`config.mk`:
```
export PLATFORM = sky130hd
export DESIGN_NAME = dcdc_core
export DESIGN_NICKNAME = d
export VERILOG_FILES = /design/src/rtl/dcdc_pkg.sv /design/src/rtl/dcdc_addr_match.sv /design/src/rtl/dcdc_value_match.sv /design/src/rtl/dcdc_core.sv
export SDC_FILE = /design/constraint.sdc
export NUM_CORES = 1
export LEC_CHECK = 0
export BUFFER_PORTS_ARGS = -buffer_cell sky130_fd_sc_hd__buf_2
export CAP_MARGIN = 10
export CELL_PAD_IN_SITES_DETAIL_PLACEMENT = 0
export CELL_PAD_IN_SITES_GLOBAL_PLACEMENT = 1
export CORE_UTILIZATION = 45
export DETAILED_ROUTE_END_ITERATION = 6
export GPL_ROUTABILITY_DRIVEN = 0
export HOLD_SLACK_MARGIN = 0.05
export PLACE_DENSITY_LB_ADDON = 0.12
export SLEW_MARGIN = 10
export SYNTH_ARGS = -nofsm -noshare
export SYNTH_HDL_FRONTEND = slang
export SYNTH_HIERARCHICAL = 1
export SYNTH_SLANG_ARGS = --single-unit
```
`constraint.sdc`:
```
create_clock -name sys_clk_i -period 3.15 [get_ports sys_clk_i]
set_clock_uncertainty 0.1 [all_clocks]
set_input_delay 0.4725 -clock sys_clk_i [delete_from_list [all_inputs] [get_ports sys_clk_i]]
set_output_delay 0.4725 -clock sys_clk_i [all_outputs]
set_load 0.05 [all_outputs]
```
`src/rtl/dcdc_pkg.sv`:
```
/*
  Shared constants for the data compare debug control block: special
  register numbers, control and status field positions, reset values.
  Assumes bit 0 of every documented register is the vector's bit 31.
*/
package dcdc_pkg;
  localparam int unsigned SPR_W = 10;
  localparam int unsigned DW    = 32;

  // Special register numbers
  localparam logic [9:0] SPR_CTRL   = 10'h3BD;
  localparam logic [9:0] SPR_STATUS = 10'h3F0;
  localparam logic [9:0] SPR_ADDR_A = 10'h3F6;
  localparam logic [9:0] SPR_ADDR_B = 10'h3F7;
  localparam logic [9:0] SPR_VAL_A  = 10'h3B6;
  localparam logic [9:0] SPR_VAL_B  = 10'h3B7;

  // Control field positions (vector index = 31 - documented bit)
  localparam int unsigned CTL_A_RD    = 31;
  localparam int unsigned CTL_B_RD    = 30;
  localparam int unsigned CTL_A_WR    = 29;
  localparam int unsigned CTL_B_WR    = 28;
  localparam int unsigned CTL_A_GRAN  = 26;
  localparam int unsigned CTL_B_GRAN  = 24;
  localparam int unsigned CTL_RANGE   = 23;
  localparam int unsigned CTL_EXCL    = 22;
  localparam int unsigned CTL_A_MODE  = 18;
  localparam int unsigned CTL_B_MODE  = 16;
  localparam int unsigned CTL_A_BSEL  = 12;
  localparam int unsigned CTL_B_BSEL  = 8;
  localparam logic [31:0] CTL_WMASK   = 32'hFFCFFF00;
  localparam logic [31:0] CTL_RESET   = 32'h00000000;

  // Status flag positions
  localparam int unsigned STS_A_RD    = 24;
  localparam int unsigned STS_A_WR    = 23;
  localparam int unsigned STS_B_RD    = 22;
  localparam int unsigned STS_B_WR    = 21;
  localparam logic [31:0] STS_RESET   = 32'h00000000;
  localparam logic [31:0] CMP_RESET   = 32'h00000000;

  // Granularity and value match encodings
  typedef enum logic [1:0] {
    DCDC_GRAN_BYTE = 2'b00,
    DCDC_GRAN_HALF = 2'b01,
    DCDC_GRAN_WORD = 2'b10,
    DCDC_GRAN_LINE = 2'b11
  } dcdc_gran_e;

  typedef enum logic [1:0] {
    DCDC_VM_UNDEF = 2'b00,
    DCDC_VM_ALL   = 2'b01,
    DCDC_VM_BYTE  = 2'b10,
    DCDC_VM_HALF  = 2'b11
  } dcdc_vmode_e;
endpackage : dcdc_pkg

```
`src/rtl/dcdc_addr_match.sv`:
```
/*
  Exact data address match with selectable low-bit granularity.
  Assumes a full 32-bit effective address from the load/store unit.
*/
`timescale 1ns/1ps
module dcdc_addr_match
  import dcdc_pkg::*;
(
  input  wire logic [31:0] addr_i,
  input  wire logic [31:0] cmp_i,
  input  wire logic [1:0]  gran_i,
  output logic             hit_o
);
  logic [31:0] care;

  // Low address bits dropped per granularity setting
  assign care = (gran_i == DCDC_GRAN_BYTE) ? 32'hFFFFFFFF :
                (gran_i == DCDC_GRAN_HALF) ? 32'hFFFFFFFE :
                (gran_i == DCDC_GRAN_WORD) ? 32'hFFFFFFFC : 32'hFFFFFFE0;
  assign hit_o = ((addr_i ^ cmp_i) & care) == 32'h00000000;
endmodule : dcdc_addr_match

```
`src/rtl/dcdc_value_match.sv`:
```
/*
  Data value compare of one access against one compare register.
  Assumes byte select bit 3 covers the most significant data byte.
*/
`timescale 1ns/1ps
module dcdc_value_match
  import dcdc_pkg::*;
(
  input  wire logic [31:0] data_i,
  input  wire logic [31:0] cmp_i,
  input  wire logic [3:0]  bsel_i,
  input  wire logic [1:0]  mode_i,
  output logic             hit_o
);
  logic [3:0] eq;
  logic [3:0] sel_eq;
  logic       all_hit;
  logic       byte_hit;
  logic       half_hit;

  genvar k;
  for (k = 0; k < 4; k++) begin : g_lane
    assign eq[k] = data_i[8*k +: 8] == cmp_i[8*k +: 8];
  end

  assign sel_eq   = eq & bsel_i;
  assign all_hit  = (sel_eq == bsel_i);
  assign byte_hit = |sel_eq;
  // A halfword counts only when both its bytes are selected
  assign half_hit = (&bsel_i[3:2] & &eq[3:2]) | (&bsel_i[1:0] & &eq[1:0]);
  // No bytes selected or undefined mode never matches
  assign hit_o = (bsel_i != 4'h0) &
                 ((mode_i == DCDC_VM_ALL)  ? all_hit  :
                  (mode_i == DCDC_VM_BYTE) ? byte_hit :
                  (mode_i == DCDC_VM_HALF) ? half_hit : 1'b0);
endmodule : dcdc_value_match

```
`src/rtl/dcdc_core.sv`:
```
/*
  Data compare debug control: control register, two address compare
  registers, two value compare registers and the data event status
  flags, reached by move-to and move-from special register strobes.
  Assumes single-cycle strobes and access qualifiers from the core
  pipeline on sys_clk_i; no synchronisers are needed.
*/
// Contract
// Control bit 0 and bit 1 enable load events of address comparators A and B.
// Control bit 2 and bit 3 enable store events of address comparators A and B.
// Field 4:5 picks comparator A's granularity: all, ignore one, two or five low bits.
// Field 6:7 picks comparator B's granularity with the same encoding.
// Bit 8 makes both address registers one range used by both comparators' events.
// Bit 9 makes that range exclusive, so addresses outside it match.
// Field 12:13 sets value comparator A's mode: all bytes, any byte, any halfword.
// Field 14:15 sets value comparator B's mode with the same encoding.
// Field 16:19 selects bytes of value register A; all zero disables its event.
// Field 20:23 selects bytes of value register B; all zero disables its event.
// The control register is special register 957, read and written by move strobes.
// Each address compare register holds any full 32-bit byte address.
// A matching load or store on either comparator sets its own status flag.
// Bit 0 is the register's MSB; reserved bits read zero and ignore writes.
// The control register resets to zero, disabling every event.
`timescale 1ns/1ps
module dcdc_core
  import dcdc_pkg::*;
(
  input  wire logic                      sys_clk_i,
  input  wire logic                      reset_n_i,
  input  wire logic [dcdc_pkg::SPR_W-1:0] spr_num_i,
  input  wire logic                      spr_read_i,
  input  wire logic                      spr_write_i,
  input  wire logic [dcdc_pkg::DW-1:0]    spr_wdata_i,
  output logic      [dcdc_pkg::DW-1:0]    spr_rdata_o,
  output logic                           spr_ack_o,
  input  wire logic                      acc_valid_i,
  input  wire logic                      acc_store_i,
  input  wire logic [dcdc_pkg::DW-1:0]    acc_addr_i,
  input  wire logic [dcdc_pkg::DW-1:0]    acc_data_i,
  output logic                           addr_a_read_event_o,
  output logic                           addr_a_write_event_o,
  output logic                           addr_b_read_event_o,
  output logic                           addr_b_write_event_o,
  output logic                           value_a_event_o,
  output logic                           value_b_event_o,
  output logic      [dcdc_pkg::DW-1:0]    debug_event_status_o
);
  import dcdc_pkg::*;

  logic [31:0] data_debug_compare_control;
  logic [31:0] data_addr_compare_first;
  logic [31:0] data_addr_compare_second;
  logic [31:0] data_value_compare_first;
  logic [31:0] data_value_compare_second;
  logic [31:0] debug_event_status;

  // Decoded control fields
  wire         addr_cmp_a_read_enable  = data_debug_compare_control[CTL_A_RD];
  wire         addr_cmp_b_read_enable  = data_debug_compare_control[CTL_B_RD];
  wire         addr_cmp_a_write_enable = data_debug_compare_control[CTL_A_WR];
  wire         addr_cmp_b_write_enable = data_debug_compare_control[CTL_B_WR];
  wire [1:0]   addr_cmp_a_granularity  = data_debug_compare_control[CTL_A_GRAN +: 2];
  wire [1:0]   addr_cmp_b_granularity  = data_debug_compare_control[CTL_B_GRAN +: 2];
  wire         addr_range_enable       = data_debug_compare_control[CTL_RANGE];
  wire         addr_range_exclusive    = data_debug_compare_control[CTL_EXCL];
  wire [1:0]   value_cmp_a_match_mode  = data_debug_compare_control[CTL_A_MODE +: 2];
  wire [1:0]   value_cmp_b_match_mode  = data_debug_compare_control[CTL_B_MODE +: 2];
  wire [3:0]   value_cmp_a_byte_select = data_debug_compare_control[CTL_A_BSEL +: 4];
  wire [3:0]   value_cmp_b_byte_select = data_debug_compare_control[CTL_B_BSEL +: 4];

  // Special register decode
  wire sel_ctrl   = spr_num_i == SPR_CTRL;
  wire sel_status = spr_num_i == SPR_STATUS;
  wire sel_addr_a = spr_num_i == SPR_ADDR_A;
  wire sel_addr_b = spr_num_i == SPR_ADDR_B;
  wire sel_val_a  = spr_num_i == SPR_VAL_A;
  wire sel_val_b  = spr_num_i == SPR_VAL_B;
  wire sel_any    = sel_ctrl | sel_status | sel_addr_a | sel_addr_b | sel_val_a | sel_val_b;

  wire wr_ctrl    = spr_write_i & sel_ctrl;
  wire wr_status  = spr_write_i & sel_status;
  wire wr_addr_a  = spr_write_i & sel_addr_a;
  wire wr_addr_b  = spr_write_i & sel_addr_b;
  wire wr_val_a   = spr_write_i & sel_val_a;
  wire wr_val_b   = spr_write_i & sel_val_b;

  // Address comparators
  logic exact_a;
  logic exact_b;

  dcdc_addr_match u_addr_a (
    .addr_i (acc_addr_i),
    .cmp_i  (data_addr_compare_first),
    .gran_i (addr_cmp_a_granularity),
    .hit_o  (exact_a)
  );

  dcdc_addr_match u_addr_b (
    .addr_i (acc_addr_i),
    .cmp_i  (data_addr_compare_second),
    .gran_i (addr_cmp_b_granularity),
    .hit_o  (exact_b)
  );

  // Range is low bound inclusive, high bound not included
  wire in_range  = (acc_addr_i >= data_addr_compare_first) &
                   (acc_addr_i <  data_addr_compare_second);
  wire range_hit = addr_range_exclusive ? ~in_range : in_range;
  wire match_a   = addr_range_enable ? range_hit : exact_a;
  wire match_b   = addr_range_enable ? range_hit : exact_b;

  wire acc_load  = acc_valid_i & ~acc_store_i;
  wire acc_store = acc_valid_i & acc_store_i;

  wire next_a_rd = acc_load  & addr_cmp_a_read_enable  & match_a;
  wire next_b_rd = acc_load  & addr_cmp_b_read_enable  & match_b;
  wire next_a_wr = acc_store & addr_cmp_a_write_enable & match_a;
  wire next_b_wr = acc_store & addr_cmp_b_write_enable & match_b;

  // Value comparators
  logic vhit_a;
  logic vhit_b;

  dcdc_value_match u_val_a (
    .data_i (acc_data_i),
    .cmp_i  (data_value_compare_first),
    .bsel_i (value_cmp_a_byte_select),
    .mode_i (value_cmp_a_match_mode),
    .hit_o  (vhit_a)
  );

  dcdc_value_match u_val_b (
    .data_i (acc_data_i),
    .cmp_i  (data_value_compare_second),
    .bsel_i (value_cmp_b_byte_select),
    .mode_i (value_cmp_b_match_mode),
    .hit_o  (vhit_b)
  );

  wire next_va = acc_valid_i & vhit_a;
  wire next_vb = acc_valid_i & vhit_b;

  // Status: address events set flags, write of ones clears; set beats clear
  logic flag_a_rd;
  logic flag_a_wr;
  logic flag_b_rd;
  logic flag_b_wr;

  wire clr_a_rd       = wr_status & spr_wdata_i[STS_A_RD];
  wire clr_a_wr       = wr_status & spr_wdata_i[STS_A_WR];
  wire clr_b_rd       = wr_status & spr_wdata_i[STS_B_RD];
  wire clr_b_wr       = wr_status & spr_wdata_i[STS_B_WR];
  wire next_flag_a_rd = next_a_rd | (flag_a_rd & ~clr_a_rd);
  wire next_flag_a_wr = next_a_wr | (flag_a_wr & ~clr_a_wr);
  wire next_flag_b_rd = next_b_rd | (flag_b_rd & ~clr_b_rd);
  wire next_flag_b_wr = next_b_wr | (flag_b_wr & ~clr_b_wr);

  // Unused status bits keep their reset value and read zero
  always_comb begin
    debug_event_status           = STS_RESET;
    debug_event_status[STS_A_RD] = flag_a_rd;
    debug_event_status[STS_A_WR] = flag_a_wr;
    debug_event_status[STS_B_RD] = flag_b_rd;
    debug_event_status[STS_B_WR] = flag_b_wr;
  end

  // Control write keeps reserved bits at zero
  wire [31:0] next_ctrl = spr_wdata_i & CTL_WMASK;

  // Read mux; unmapped numbers read zero with no acknowledge
  wire [31:0] next_rdata =
    sel_ctrl   ? data_debug_compare_control :
    sel_status ? debug_event_status :
    sel_addr_a ? data_addr_compare_first :
    sel_addr_b ? data_addr_compare_second :
    sel_val_a  ? data_value_compare_first :
    sel_val_b  ? data_value_compare_second : 32'h00000000;

  always_ff @(posedge sys_clk_i or negedge reset_n_i) begin
    if (!reset_n_i) begin
      data_debug_compare_control <= CTL_RESET;
    end else if (wr_ctrl) begin
      data_debug_compare_control <= next_ctrl;
    end
  end

  always_ff @(posedge sys_clk_i or negedge reset_n_i) begin
    if (!reset_n_i) begin
      data_addr_compare_first  <= CMP_RESET;
      data_addr_compare_second <= CMP_RESET;
    end else begin
      if (wr_addr_a) begin
        data_addr_compare_first <= spr_wdata_i;
      end
      if (wr_addr_b) begin
        data_addr_compare_second <= spr_wdata_i;
      end
    end
  end

  always_ff @(posedge sys_clk_i or negedge reset_n_i) begin
    if (!reset_n_i) begin
      data_value_compare_first  <= CMP_RESET;
      data_value_compare_second <= CMP_RESET;
    end else begin
      if (wr_val_a) begin
        data_value_compare_first <= spr_wdata_i;
      end
      if (wr_val_b) begin
        data_value_compare_second <= spr_wdata_i;
      end
    end
  end

  always_ff @(posedge sys_clk_i or negedge reset_n_i) begin
    if (!reset_n_i) begin
      flag_a_rd <= STS_RESET[STS_A_RD];
    end else begin
      flag_a_rd <= next_flag_a_rd;
    end
  end

  always_ff @(posedge sys_clk_i or negedge reset_n_i) begin
    if (!reset_n_i) begin
      flag_a_wr <= STS_RESET[STS_A_WR];
    end else begin
      flag_a_wr <= next_flag_a_wr;
    end
  end

  always_ff @(posedge sys_clk_i or negedge reset_n_i) begin
    if (!reset_n_i) begin
      flag_b_rd <= STS_RESET[STS_B_RD];
    end else begin
      flag_b_rd <= next_flag_b_rd;
    end
  end

  always_ff @(posedge sys_clk_i or negedge reset_n_i) begin
    if (!reset_n_i) begin
      flag_b_wr <= STS_RESET[STS_B_WR];
    end else begin
      flag_b_wr <= next_flag_b_wr;
    end
  end

  // Read data held until the next read; acknowledge is one pulse
  always_ff @(posedge sys_clk_i or negedge reset_n_i) begin
    if (!reset_n_i) begin
      spr_ack_o <= 1'b0;
    end else begin
      spr_ack_o <= (spr_read_i | spr_write_i) & sel_any;
    end
  end

  always_ff @(posedge sys_clk_i or negedge reset_n_i) begin
    if (!reset_n_i) begin
      spr_rdata_o <= 32'h00000000;
    end else if (spr_read_i) begin
      spr_rdata_o <= next_rdata;
    end
  end

  // Registered event pulses, one cycle after the access
  always_ff @(posedge sys_clk_i or negedge reset_n_i) begin
    if (!reset_n_i) begin
      addr_a_read_event_o <= 1'b0;
    end else begin
      addr_a_read_event_o <= next_a_rd;
    end
  end

  always_ff @(posedge sys_clk_i or negedge reset_n_i) begin
    if (!reset_n_i) begin
      addr_a_write_event_o <= 1'b0;
    end else begin
      addr_a_write_event_o <= next_a_wr;
    end
  end

  always_ff @(posedge sys_clk_i or negedge reset_n_i) begin
    if (!reset_n_i) begin
      addr_b_read_event_o <= 1'b0;
    end else begin
      addr_b_read_event_o <= next_b_rd;
    end
  end

  always_ff @(posedge sys_clk_i or negedge reset_n_i) begin
    if (!reset_n_i) begin
      addr_b_write_event_o <= 1'b0;
    end else begin
      addr_b_write_event_o <= next_b_wr;
    end
  end

  always_ff @(posedge sys_clk_i or negedge reset_n_i) begin
    if (!reset_n_i) begin
      value_a_event_o <= 1'b0;
    end else begin
      value_a_event_o <= next_va;
    end
  end

  always_ff @(posedge sys_clk_i or negedge reset_n_i) begin
    if (!reset_n_i) begin
      value_b_event_o <= 1'b0;
    end else begin
      value_b_event_o <= next_vb;
    end
  end

  assign debug_event_status_o = debug_event_status;
endmodule : dcdc_core

```
### Yosys cells after proc, flatten, opt, wreduce, memory -nomap -nowiden

Index checks and enable logic that the tools add are counted.

| storage, ports and cells | value |
|---|---|
| bits in registers | 193 |
| output and inout port bits | 71 |

| cells by class | value |
|---|---|
| order comparisons | 2 |
| equality and inequality tests | 26 |
| muxes and demuxes | 21 |
| bitwise gates (word level) | 58 |
| reductions and logical operators | 16 |

Operators by type and width:

| cell | count |
|---|---|
| two-way mux 32 bit | 10 |
| bitwise AND 32 bit | 2 |
| equality test 8 bit | 8 |
| logical NOT 32 bit | 2 |
| bitwise XOR 32 bit | 2 |
| equality test 10 bit (second input constant) | 6 |
| bitwise AND 1 bit | 34 |
| >= comparator 32 bit | 1 |
| less-than comparator 32 bit | 1 |
| AND reduction 2 bit | 8 |
| equality test 2 bit (second input constant) | 6 |
| OR 1 bit | 12 |
| two-way mux 5 bit | 2 |
| two-way mux 1 bit | 9 |
| bitwise AND 4 bit | 2 |
| equality test 2 x 1 -> 1 bit (second input constant) | 4 |
| equality test 4 bit | 2 |
| nonzero test 4 bit | 2 |
| OR reduction 4 bit | 2 |
| NOT 1 bit | 6 |
| logical NOT 2 bit | 2 |

### Logic depth before layout (Yosys ltp)

Gate-level depths: netlist (run 1).

| logic depth | value |
|---|---|
| depth after elaboration | 9 |
| mapped depth | 10 |

### By module

Netlist (run 1), hierarchy kept.

By module, submodules not included:

| module | times used | cells an instance | area each (um2) | seq. area each (um2) |
|---|---|---|---|---|
| dcdc_core | 1 | 841 | 9,778.1 | 4,829.6 |
| dcdc_value_match | 2 | 59 | 434.2 | 0.0 |
| dcdc_addr_match | 2 | 46 | 365.4 | 0.0 |

### Least setup slack after synthesis (run 1)

Ideal clock, no wire load.

| timing path | value |
|---|---|
| path kind | input-to-reg |
| start | input acc_addr_i[1] (netlist bit) |
| end | register addr_a_read_event_o |
| library setup time | 0.145 ns |
| data arrival time | 2.171 ns |
| slack | 0.733 ns |
| stages | 8 |
| path buffers | 0 |
| cell sequence | ha_1 nor2b_1 o211a_1 o31ai_1 o211ai_1 a41oi_1 mux2i_1 a21oi_1 |

| between the ends | value |
|---|---|
| longest elaborated chain between the ends | 6 |
| elaborated cells between the ends (all ways) | 10 |
| those cells by class | order compare: 2; mux: 2; bitwise: 5; reduce/logical: 1 |

RTL lines:

| what | line | source |
|---|---|---|
| start: declaration | dcdc_core.sv:38 | `input wire logic [dcdc_pkg::DW-1:0] acc_addr_i,` |
| >= comparator 32 bit or less-than comparator 32 bit (tied branches) | dcdc_core.sv:106, dcdc_core.sv:107 |  |
| bitwise AND 1 bit | dcdc_core.sv:106 | `wire in_range = (acc_addr_i >= data_addr_compare_first) &` |
| NOT 1 bit | dcdc_core.sv:108 | `wire range_hit = addr_range_exclusive ? ~in_range : in_range;` |
| two-way mux 1 bit | dcdc_core.sv:108 |  |
| two-way mux 1 bit (*) | dcdc_core.sv:109 | `wire match_a = addr_range_enable ? range_hit : exact_a;` |
| bitwise AND 1 bit (*) | dcdc_core.sv:115 | `wire next_a_rd = acc_load & addr_cmp_a_read_enable & match_a;` |
| named net next_a_rd | dcdc_core.sv:115 |  |
| end signal: assignment | dcdc_core.sv:269 | `addr_a_read_event_o <= next_a_rd;` |
| end: declaration | dcdc_core.sv:40 | `output logic addr_a_read_event_o,` |

The timed path passes the listed nets; every way through them passes the cells marked *.
A chain may end at the register's enable or synchronous reset.

### Worst setup path in the final report (run 1)

| timing path | value |
|---|---|
| start | register data_addr_compare_second[14] |
| end | register addr_b_read_event_o |

| between the ends | value |
|---|---|
| longest elaborated chain between the ends | 6 |
| elaborated cells between the ends (all ways) | 9 |
| those cells by class | order compare: 1; mux: 2; bitwise: 5; reduce/logical: 1 |

RTL lines:

| what | line | source |
|---|---|---|
| start: declaration | dcdc_core.sv:52 | `logic [31:0] data_addr_compare_second;` |
| start signal: assignment | dcdc_core.sv:196 | `data_addr_compare_second <= spr_wdata_i;` |
| less-than comparator 32 bit | dcdc_core.sv:107 | `(acc_addr_i < data_addr_compare_second);` |
| bitwise AND 1 bit | dcdc_core.sv:106 |  |
| NOT 1 bit | dcdc_core.sv:108 |  |
| two-way mux 1 bit | dcdc_core.sv:108 |  |
| two-way mux 1 bit (*) | dcdc_core.sv:110 | `wire match_b = addr_range_enable ? range_hit : exact_b;` |
| bitwise AND 1 bit (*) | dcdc_core.sv:116 | `wire next_b_rd = acc_load & addr_cmp_b_read_enable & match_b;` |
| named net next_b_rd | dcdc_core.sv:116 |  |
| end signal: assignment | dcdc_core.sv:285 | `addr_b_read_event_o <= next_b_rd;` |
| end: declaration | dcdc_core.sv:42 | `output logic addr_b_read_event_o,` |

Marked as above.

==> results of run 1 <==
-- critical path, delay by kind of cell (launching register included) --
| family | cells | cell delay (ps) |
|---|---|---|
| AOI/OAI and AO/OA | 3 | 710 |
| and+or+nand+nor | 4 | 970 |
| buffers and inverters | 1 | 90 |
| adders and majority gates | 1 | 330 |
| DFF | 1 | 450 |
-- power by group through the flow --
| stage | clock, mW | sequential [mW] | combinational (mW) |
|---|---|---|---|
| 6_report | 2.21 | 2.58 | 0.740 |
| 4_1_cts | 2.27 | 2.58 | 0.746 |
| 3_5_place_dp | 0 | 2.63 | 0.741 |
| 2_1_floorplan | 0 | 2.72 | 0.363 |
| 3_3_place_gp | 0 | 2.63 | 0.739 |
| 5_1_grt | 2.36 | 2.59 | 0.812 |
-- repair_timing --
item / CTS / global route
setup buffers: 0 / 0
endpoints found under the hold margin: 59 / 0
endpoints found under the setup margin: 0 / 0
hold buffers: 1 / 0
-- metrics by stage --
step / hold WS (ps) / total power [mW] / worst slack, ps / cells / utilization
after floorplan: 76.9 / 3.08 / 733 / 1078 / -
after global placement: 401 / 3.37 / 359 / 1509 / 0.510
after detailed placement: 399 / 3.37 / 351 / 1509 / 0.510
after CTS: 170 / 5.60 / 420 / 1542 / 0.535
after global routing: 179 / 5.77 / 238 / 1545 / 0.535
final: 193 / 5.54 / 433 / 1547 / 0.536
-- worst paths after layout --
kind	depth (start not counted)	endpoint	from	slack, ps
max	9	addr_b_read_event_o	data_addr_compare_second[14]	430
min in group asynchronous	2	spr_rdata_o[12]	reset_n_i	470
max reg2reg	9	addr_b_read_event_o	data_addr_compare_second[14]	430
min reg2reg	2	spr_rdata_o[22]	spr_rdata_o[22]	430
max in group asynchronous	3	data_addr_compare_second[31]	reset_n_i	1690
min	2	data_addr_compare_first[1]	spr_wdata_i[1]	190
-- cells by family (layout without fill, tap and decap cells) --
kind of cell / after synthesis / after routing / synth area share
other: 1 / 33 / 0.000330
xor gates and xnor gates: 128 / 128 / 0.0985
adders and majority gates: 63 / 63 / 0.0693
AOI/OAI and AO/OA: 196 / 196 / 0.117
buffers and inverters: 149 / 289 / 0.0614
DFF: 193 / 193 / 0.425
and+or+nand+nor: 170 / 170 / 0.0797
muxes: 151 / 151 / 0.149
-- flip-flops by register name (all words and copies together), names as in the netlist, 22 cells and up --
signal,cells
data_addr_compare_first,32
data_addr_compare_second,32
data_debug_compare_control,22
spr_rdata_o,32
data_value_compare_first,32
data_value_compare_second,32
-- per-layer routing --
| layer | routed length (um) | up-vias | track usage |
|---|---|---|---|
| met1 | 14900 | 4201 | 0.356 |
| met3 | 1910 | 27 | 0.0565 |
| li1 | - | 4080 | - |
| met4 | 473 | 2 | 0.0600 |
| met5 | 10 | - | 0 |
| met2 | 15600 | 229 | 0.428 |
-- layout make-up --
| cell class | count | area (um^2) | share of cell area |
|---|---|---|---|
| diodes | 5 | 12.5 | 0.000952 |
| clock buffers | 18 | 429 | 0.0327 |
| clock inverters | 14 | 171 | 0.0130 |
| inverters | 80 | 300 | 0.0228 |
| multi-input cells | 736 | 5980 | 0.455 |
| flip-flops and latches | 193 | 4830 | 0.367 |
| well taps | 324 | 405 | 0.0308 |
| repair buffers | 177 | 1020 | 0.0774 |
-- Yosys cell counts (3+ instances only) --
| master | count |
|---|---|
| a221oi_1 | 5 |
| dfrtp_1 | 193 |
| xor2_1 | 12 |
| inv_1 | 80 |
| and2_1 | 3 |
| buf_1 | 6 |
| clkbuf_1 | 16 |
| a22oi_1 | 45 |
| buf_2 | 15 |
| xnor2_1 | 116 |
| mux2_2 | 105 |
| mux2_1 | 45 |
| o21ai_1 | 10 |
| buf_4 | 32 |
| a21boi_0 | 4 |
| a31oi_1 | 36 |
| o21ai_0 | 11 |
| ha_1 | 63 |
| nand3_1 | 7 |
| nor2b_1 | 5 |
| nor4_1 | 9 |
| nand4_1 | 37 |
| nand2_1 | 34 |
| nor3_1 | 15 |
| nor2_1 | 47 |
| a222oi_1 | 20 |
| a211oi_1 | 3 |
| a21oi_1 | 46 |
==> summary.md, run 1 <==
| Metric | Value |
|---|---|
| Status | `finished, final reports clean` |
| Nets | `1,380` |
| Clock power frac | `0.400` |
| Period Utilization, post-route | `0.863` |
| Clock Path Buffers | `2` |
| Vias in the first global route | `8,543` |
| Grt total ovfl | `0` |
| CP max-delay cell | `dfrtp_1` |
| Most frequent cells in the layout | `193 x dfrtp_1, 153 x buf_2, 116 x xnor2_1` |
| Post-CTS sizing | `0` |
| DR WL/cell | `21.3 um` |
| Leakage | `5.95 nW` |
| Final Critical Period | `2720 ps` |
| Top-area cell type share of the netlist area | `0.425` |
| Sink Count | `193` |
| CP max stage delay | `450 ps` |
| Async SR Flop Fraction | `1.00` |
| Critical Path RT | `3420 ps` |
| Synth area leaders | `dfrtp_1 42%, mux2_2 10%, xnor2_1 8.9%, ha_1 6.9%, mux2_1 4.5%` |
| Remaining antenna violation count | `0` |
| Largest net degree at the start of global routing | `63` |
| First-pass GRT wire length | `50,700 um` |
| Commonest non-fill, non-tap cell in the layout | `dfrtp_1` |
| Ports | `183` |
| Yosys cell types | `50` |
| Initial core utilization | `0.464` |
| Setup CP Type | `register to register` |
| Hold crit path type | `primary input to register` |
| Final max-slew violation count | `0` |
| Post-synth EDFFs | `0` |
| YS warnings | `6` |
| Reg clk slew, reported paths | `80 ps` |
| Flops & latches, synth | `193` |
| Switch share | `0.293` |
| Sequential share of power | `0.467` |
| Vias per inst | `5.52` |
| Layout area overhead | `15.5%` |
| Cell Area, Synth | `11,400 um^2` |
| MaxCap Viol Count | `0` |
| Initial DRC count | `507` |
| CTS tree | `built` |
| Register area share after synthesis | `0.425` |
| Pwr dens | `421 nW/um^2` |
| Peak Freq | `368 MHz` |
| RSZ-0062 raised after global routing | `no` |
| DP Area | `12,500 um^2` |
| Cells after synthesis | `1,051` |
| Mean Syn Cell Area | `10.8 um^2` |
| Total Routing Usage GR | `0.262` |
| Least-Margin Pin Slew | `738 ps` |
| Port-buffer cells | `154` |
| Drt total wl | `32,900 um` |
| Dominant synthesized flop cell | `dfrtp_1` |
| Internal power | `3.91 mW` |
| Die H | `161 um` |
| Clock latency on the worst-skew pair | `430 ps` |
| Drc violations | `0` |
| Total iterations of the first detailed-routing run | `5` |
| Final hold vios | `0` |
| Cell taking the most area after synthesis | `dfrtp_1` |
| H-tree depth | `4` |
| Comb pwr share | `0.134` |
| Sum of negative setup slack | `0 ps` |
| Worst VDD drop | `0.281 mV` |
| Root buffer cell | `clkbuf_16` |
| Worst Path Arrival | `2980 ps` |
| Final setup viols | `0` |
| Crit path max fanout | `6` |
| Layout fillers | `2,258` |
| Critical path, cell by cell | `inv_1, ha_1, nand4_1, nor4_1, o221ai_1, a31oi_1, and2_1, nor2_1, a21oi_1` |
| Initial antenna violation count | `6` |
| Detail Placement HPWL | `24,800 um` |
| Design Area, Final | `13,100 um^2` |
| Core area | `24,500 um^2` |
| Row cnt | `57` |
| Share of layout cells above drive strength 1 | `0.262` |
| Die Wd | `161 um` |
| Num CTS Buffers | `17` |
| Die area | `25,900 um^2` |
| Startpoint type of the worst setup path | `register` |
| Via count | `8,539` |
| Slew HR | `0.507` |
| Sw Pwr | `1.62 mW` |
| Critical Path End Type | `register` |
No activity file was read; power rests on OpenSTA's default activity.
==> run 2, diff against run 1 <==
--- a/config.mk
+++ b/config.mk
@@ -13,6 +13,7 @@
 export DETAILED_ROUTE_END_ITERATION = 6
 export GPL_ROUTABILITY_DRIVEN = 0
 export HOLD_SLACK_MARGIN = 0.05
+export MAX_ROUTING_LAYER = met4
 export PLACE_DENSITY_LB_ADDON = 0.12
 export SLEW_MARGIN = 10
 export SYNTH_ARGS = -nofsm -noshare
==> run 2 against run 1 <==
Compared with the run above:
- worst setup slack lost 18 ps
- final cell count about the same
- largest cell class unchanged
- sequential share of layout area barely moved
- via count grew 0.74%
- critical endpoint unchanged
- clock power is essentially flat
- die area unchanged
- non-clock buffer count is the same
- register-to-register slack got worse by 20 ps
- total power about the same
- global-route usage grew 0.79 points
==> summary.md, run 2 (synthesis results as in run 1) <==
| Metric | Value |
|---|---|
| Initial DRC count | `519 (+2.4%)` |
| H-tree depth | `4 (unchanged)` |
| Crit path capture | `addr_b_read_event_o` |
| Critical Path End Type | `register` |
| Startpoint type of the worst setup path | `register` |
| Reg2Reg Depth | `9 (unchanged)` |
| Root buffer cell | `clkbuf_16` |
| Hold crit path type | `primary input to register` |
| Final max-slew violation count | `0 (unchanged)` |
| Critical Path Stages | `9 (unchanged)` |
| Share of layout cells above drive strength 1 | `0.262 (unchanged)` |
| Clock power frac | `0.399 (about the same)` |
| Worst flop-to-flop path startpoint | `data_addr_compare_second[14]` |
| Setup CP Type | `register to register` |
| Port-buffer cells | `154 (unchanged)` |
| Crit path max fanout | `6 (unchanged)` |
| CP max stage delay | `450 ps (about the same)` |
| Setup WS pre-CTS | `351 ps (unchanged)` |
| Hold Crit Start | `spr_wdata_i[1]` |
| Drt total wl | `32,800 um (-0.20%)` |
| Nets | `1,380 (unchanged)` |
| Commonest non-fill, non-tap cell in the layout | `dfrtp_1` |
| Total Routing Usage GR | `0.270 (+0.00788)` |
| Reg clk slew, reported paths | `80 ps (about the same)` |
| Sequential share of power | `0.467 (about the same)` |
| Die area | `25,900 um^2 (unchanged)` |
| Most frequent cells in the layout | `193 x dfrtp_1, 153 x buf_2, 116 x xnor2_1` |
| Grt total ovfl | `0 (unchanged)` |
| Internal power | `3.91 mW (about the same)` |
| First-pass GRT wire length | `50,700 um (unchanged)` |
| Worst VDD drop | `0.282 mV (+0.54%)` |
| Sum of negative setup slack | `0 ps (unchanged)` |
| Die Wd | `161 um (unchanged)` |
| Drc violations | `0 (unchanged)` |
| Worst Path Arrival | `3000 ps (+20 ps)` |
| Total iterations of the first detailed-routing run | `5 (unchanged)` |
| Core area | `24,500 um^2 (unchanged)` |
| Clock latency on the worst-skew pair | `440 ps (about the same)` |
| DR WL/cell | `21.2 um (-0.27%)` |
| Ports | `183 (unchanged)` |
| Post-CTS sizing | `0 (unchanged)` |
| Via count | `8,602 (+0.74%)` |
| Comb pwr share | `0.134 (about the same)` |
| Sw Pwr | `1.62 mW (-0.11%)` |
| Detail Placement HPWL | `24,800 um (unchanged)` |
| Clock Path Buffers | `2 (unchanged)` |
| Largest net degree at the start of global routing | `63 (unchanged)` |
| Vias per inst | `5.56 (+0.67%)` |
| Final Critical Period | `2740 ps (+18.1 ps)` |
| Flop-to-flop setup slack | `410 ps (-20 ps)` |
| Status | `finished, final reports clean` |
| Initial antenna violation count | `6 (unchanged)` |
| Switch share | `0.293 (about the same)` |
| Num CTS Buffers | `17 (unchanged)` |
| Leakage | `5.95 nW (unchanged)` |
| Die H | `161 um (unchanged)` |
| Sink Count | `193 (unchanged)` |
| Layout area overhead | `15.5% (about the same)` |
| Initial core utilization | `0.464 (unchanged)` |
| CP max-delay cell | `dfrtp_1` |
| Worst setup margin | `415 ps (-18.1 ps)` |
| Final setup viols | `0 (unchanged)` |
| CTS tree | `built` |
| Peak Freq | `366 MHz (-0.66%)` |
| CP delay by family, top | `simple AND/OR/NAND/NOR gates` |
| RSZ-0062 raised after global routing | `no` |
| CP Buf/Inv Count | `1 (unchanged)` |
| Slew HR | `0.507 (+0.000581)` |
| CP Launch Point | `data_addr_compare_second[14]` |
| Least-Margin Pin Slew | `737 ps (-0.869 ps)` |
| MaxCap Viol Count | `0 (unchanged)` |
| Final hold vios | `0 (unchanged)` |
| Vias in the first global route | `8,552 (+0.11%)` |
| Critical Path RT | `3420 ps (about the same)` |
| Pwr dens | `421 nW/um^2 (about the same)` |
| Period Utilization, post-route | `0.868 (+0.00573)` |
| Row cnt | `57 (unchanged)` |
| Remaining antenna violation count | `0 (unchanged)` |
| Critical path, cell by cell | `inv_1, ha_1, nand4_1, nor4_1, o221ai_1, a31oi_1, and2_1, nor2_1, a21oi_1` |
| FF-to-FF End | `addr_b_read_event_o` |
## run 2: cell count changes in the layout (fill, tap and decap cells not counted), sizes merged
cell	before	now
diode	5	6
## run 2: routing by layer
layer / share of wire / wire length (um) / track usage
met5: 0 / 0 / -
met4: 0.014 / 450 / 0.0600
met1: 0.45 / 14800 / 0.356
met2: 0.48 / 15600 / 0.428
met3: 0.061 / 2020 / 0.0560
## run 2: how the worst min path moves through the flow
| stage | end | slack (ps) | cells past startpoint |
|---|---|---|---|
| detailed placement | data_debug_compare_control[12] | 400 | 1 |
| floorplan | addr_a_read_event_o | 80 | 0 |
| CTS | data_addr_compare_first[1] | 170 | 2 |
| finish | data_addr_compare_first[1] | 190 | 2 |
| global placement | spr_rdata_o[12] | 400 | 1 |
| global route | data_addr_compare_first[1] | 180 | 2 |
## run 2: power by group through the flow
stage / clock network (mW) / registers [mW] / logic (mW)
3_5_place_dp: 0 / 2.63 / 0.741
3_3_place_gp: 0 / 2.63 / 0.739
6_report: 2.21 / 2.58 / 0.740
5_1_grt: 2.37 / 2.59 / 0.812
4_1_cts: 2.27 / 2.58 / 0.746
2_1_floorplan: 0 / 2.72 / 0.363
## run 2: cell type report
class                   count  area, um^2
fillers                  2259       11400
diodes                      6        15.0
flip-flops and latches    193        4830
clock buffers              18         429
well taps                 324         405
inverters                  80         300
clock inverters            14         171
repair buffers            177        1020
multi-input cells         736        5980
## run 2: per-stage QoR
step                 util  power (mW)  instances  cell area, um^2  hold slack (ps)
finish              0.536        5.54       1548            13100              190
CTS                 0.535        5.60       1542            13100              170
global placement    0.510        3.37       1509            12500              401
detailed placement  0.510        3.37       1509            12500              399
floorplan               -        3.08       1078            11500             76.9
global route        0.536        5.77       1548            13100              179
## run 2: timing repair
action                    4_1_cts  5_1_grt
setup buffers                   0        0
hold endpoints to repair       59        0
hold buffers                    1        0
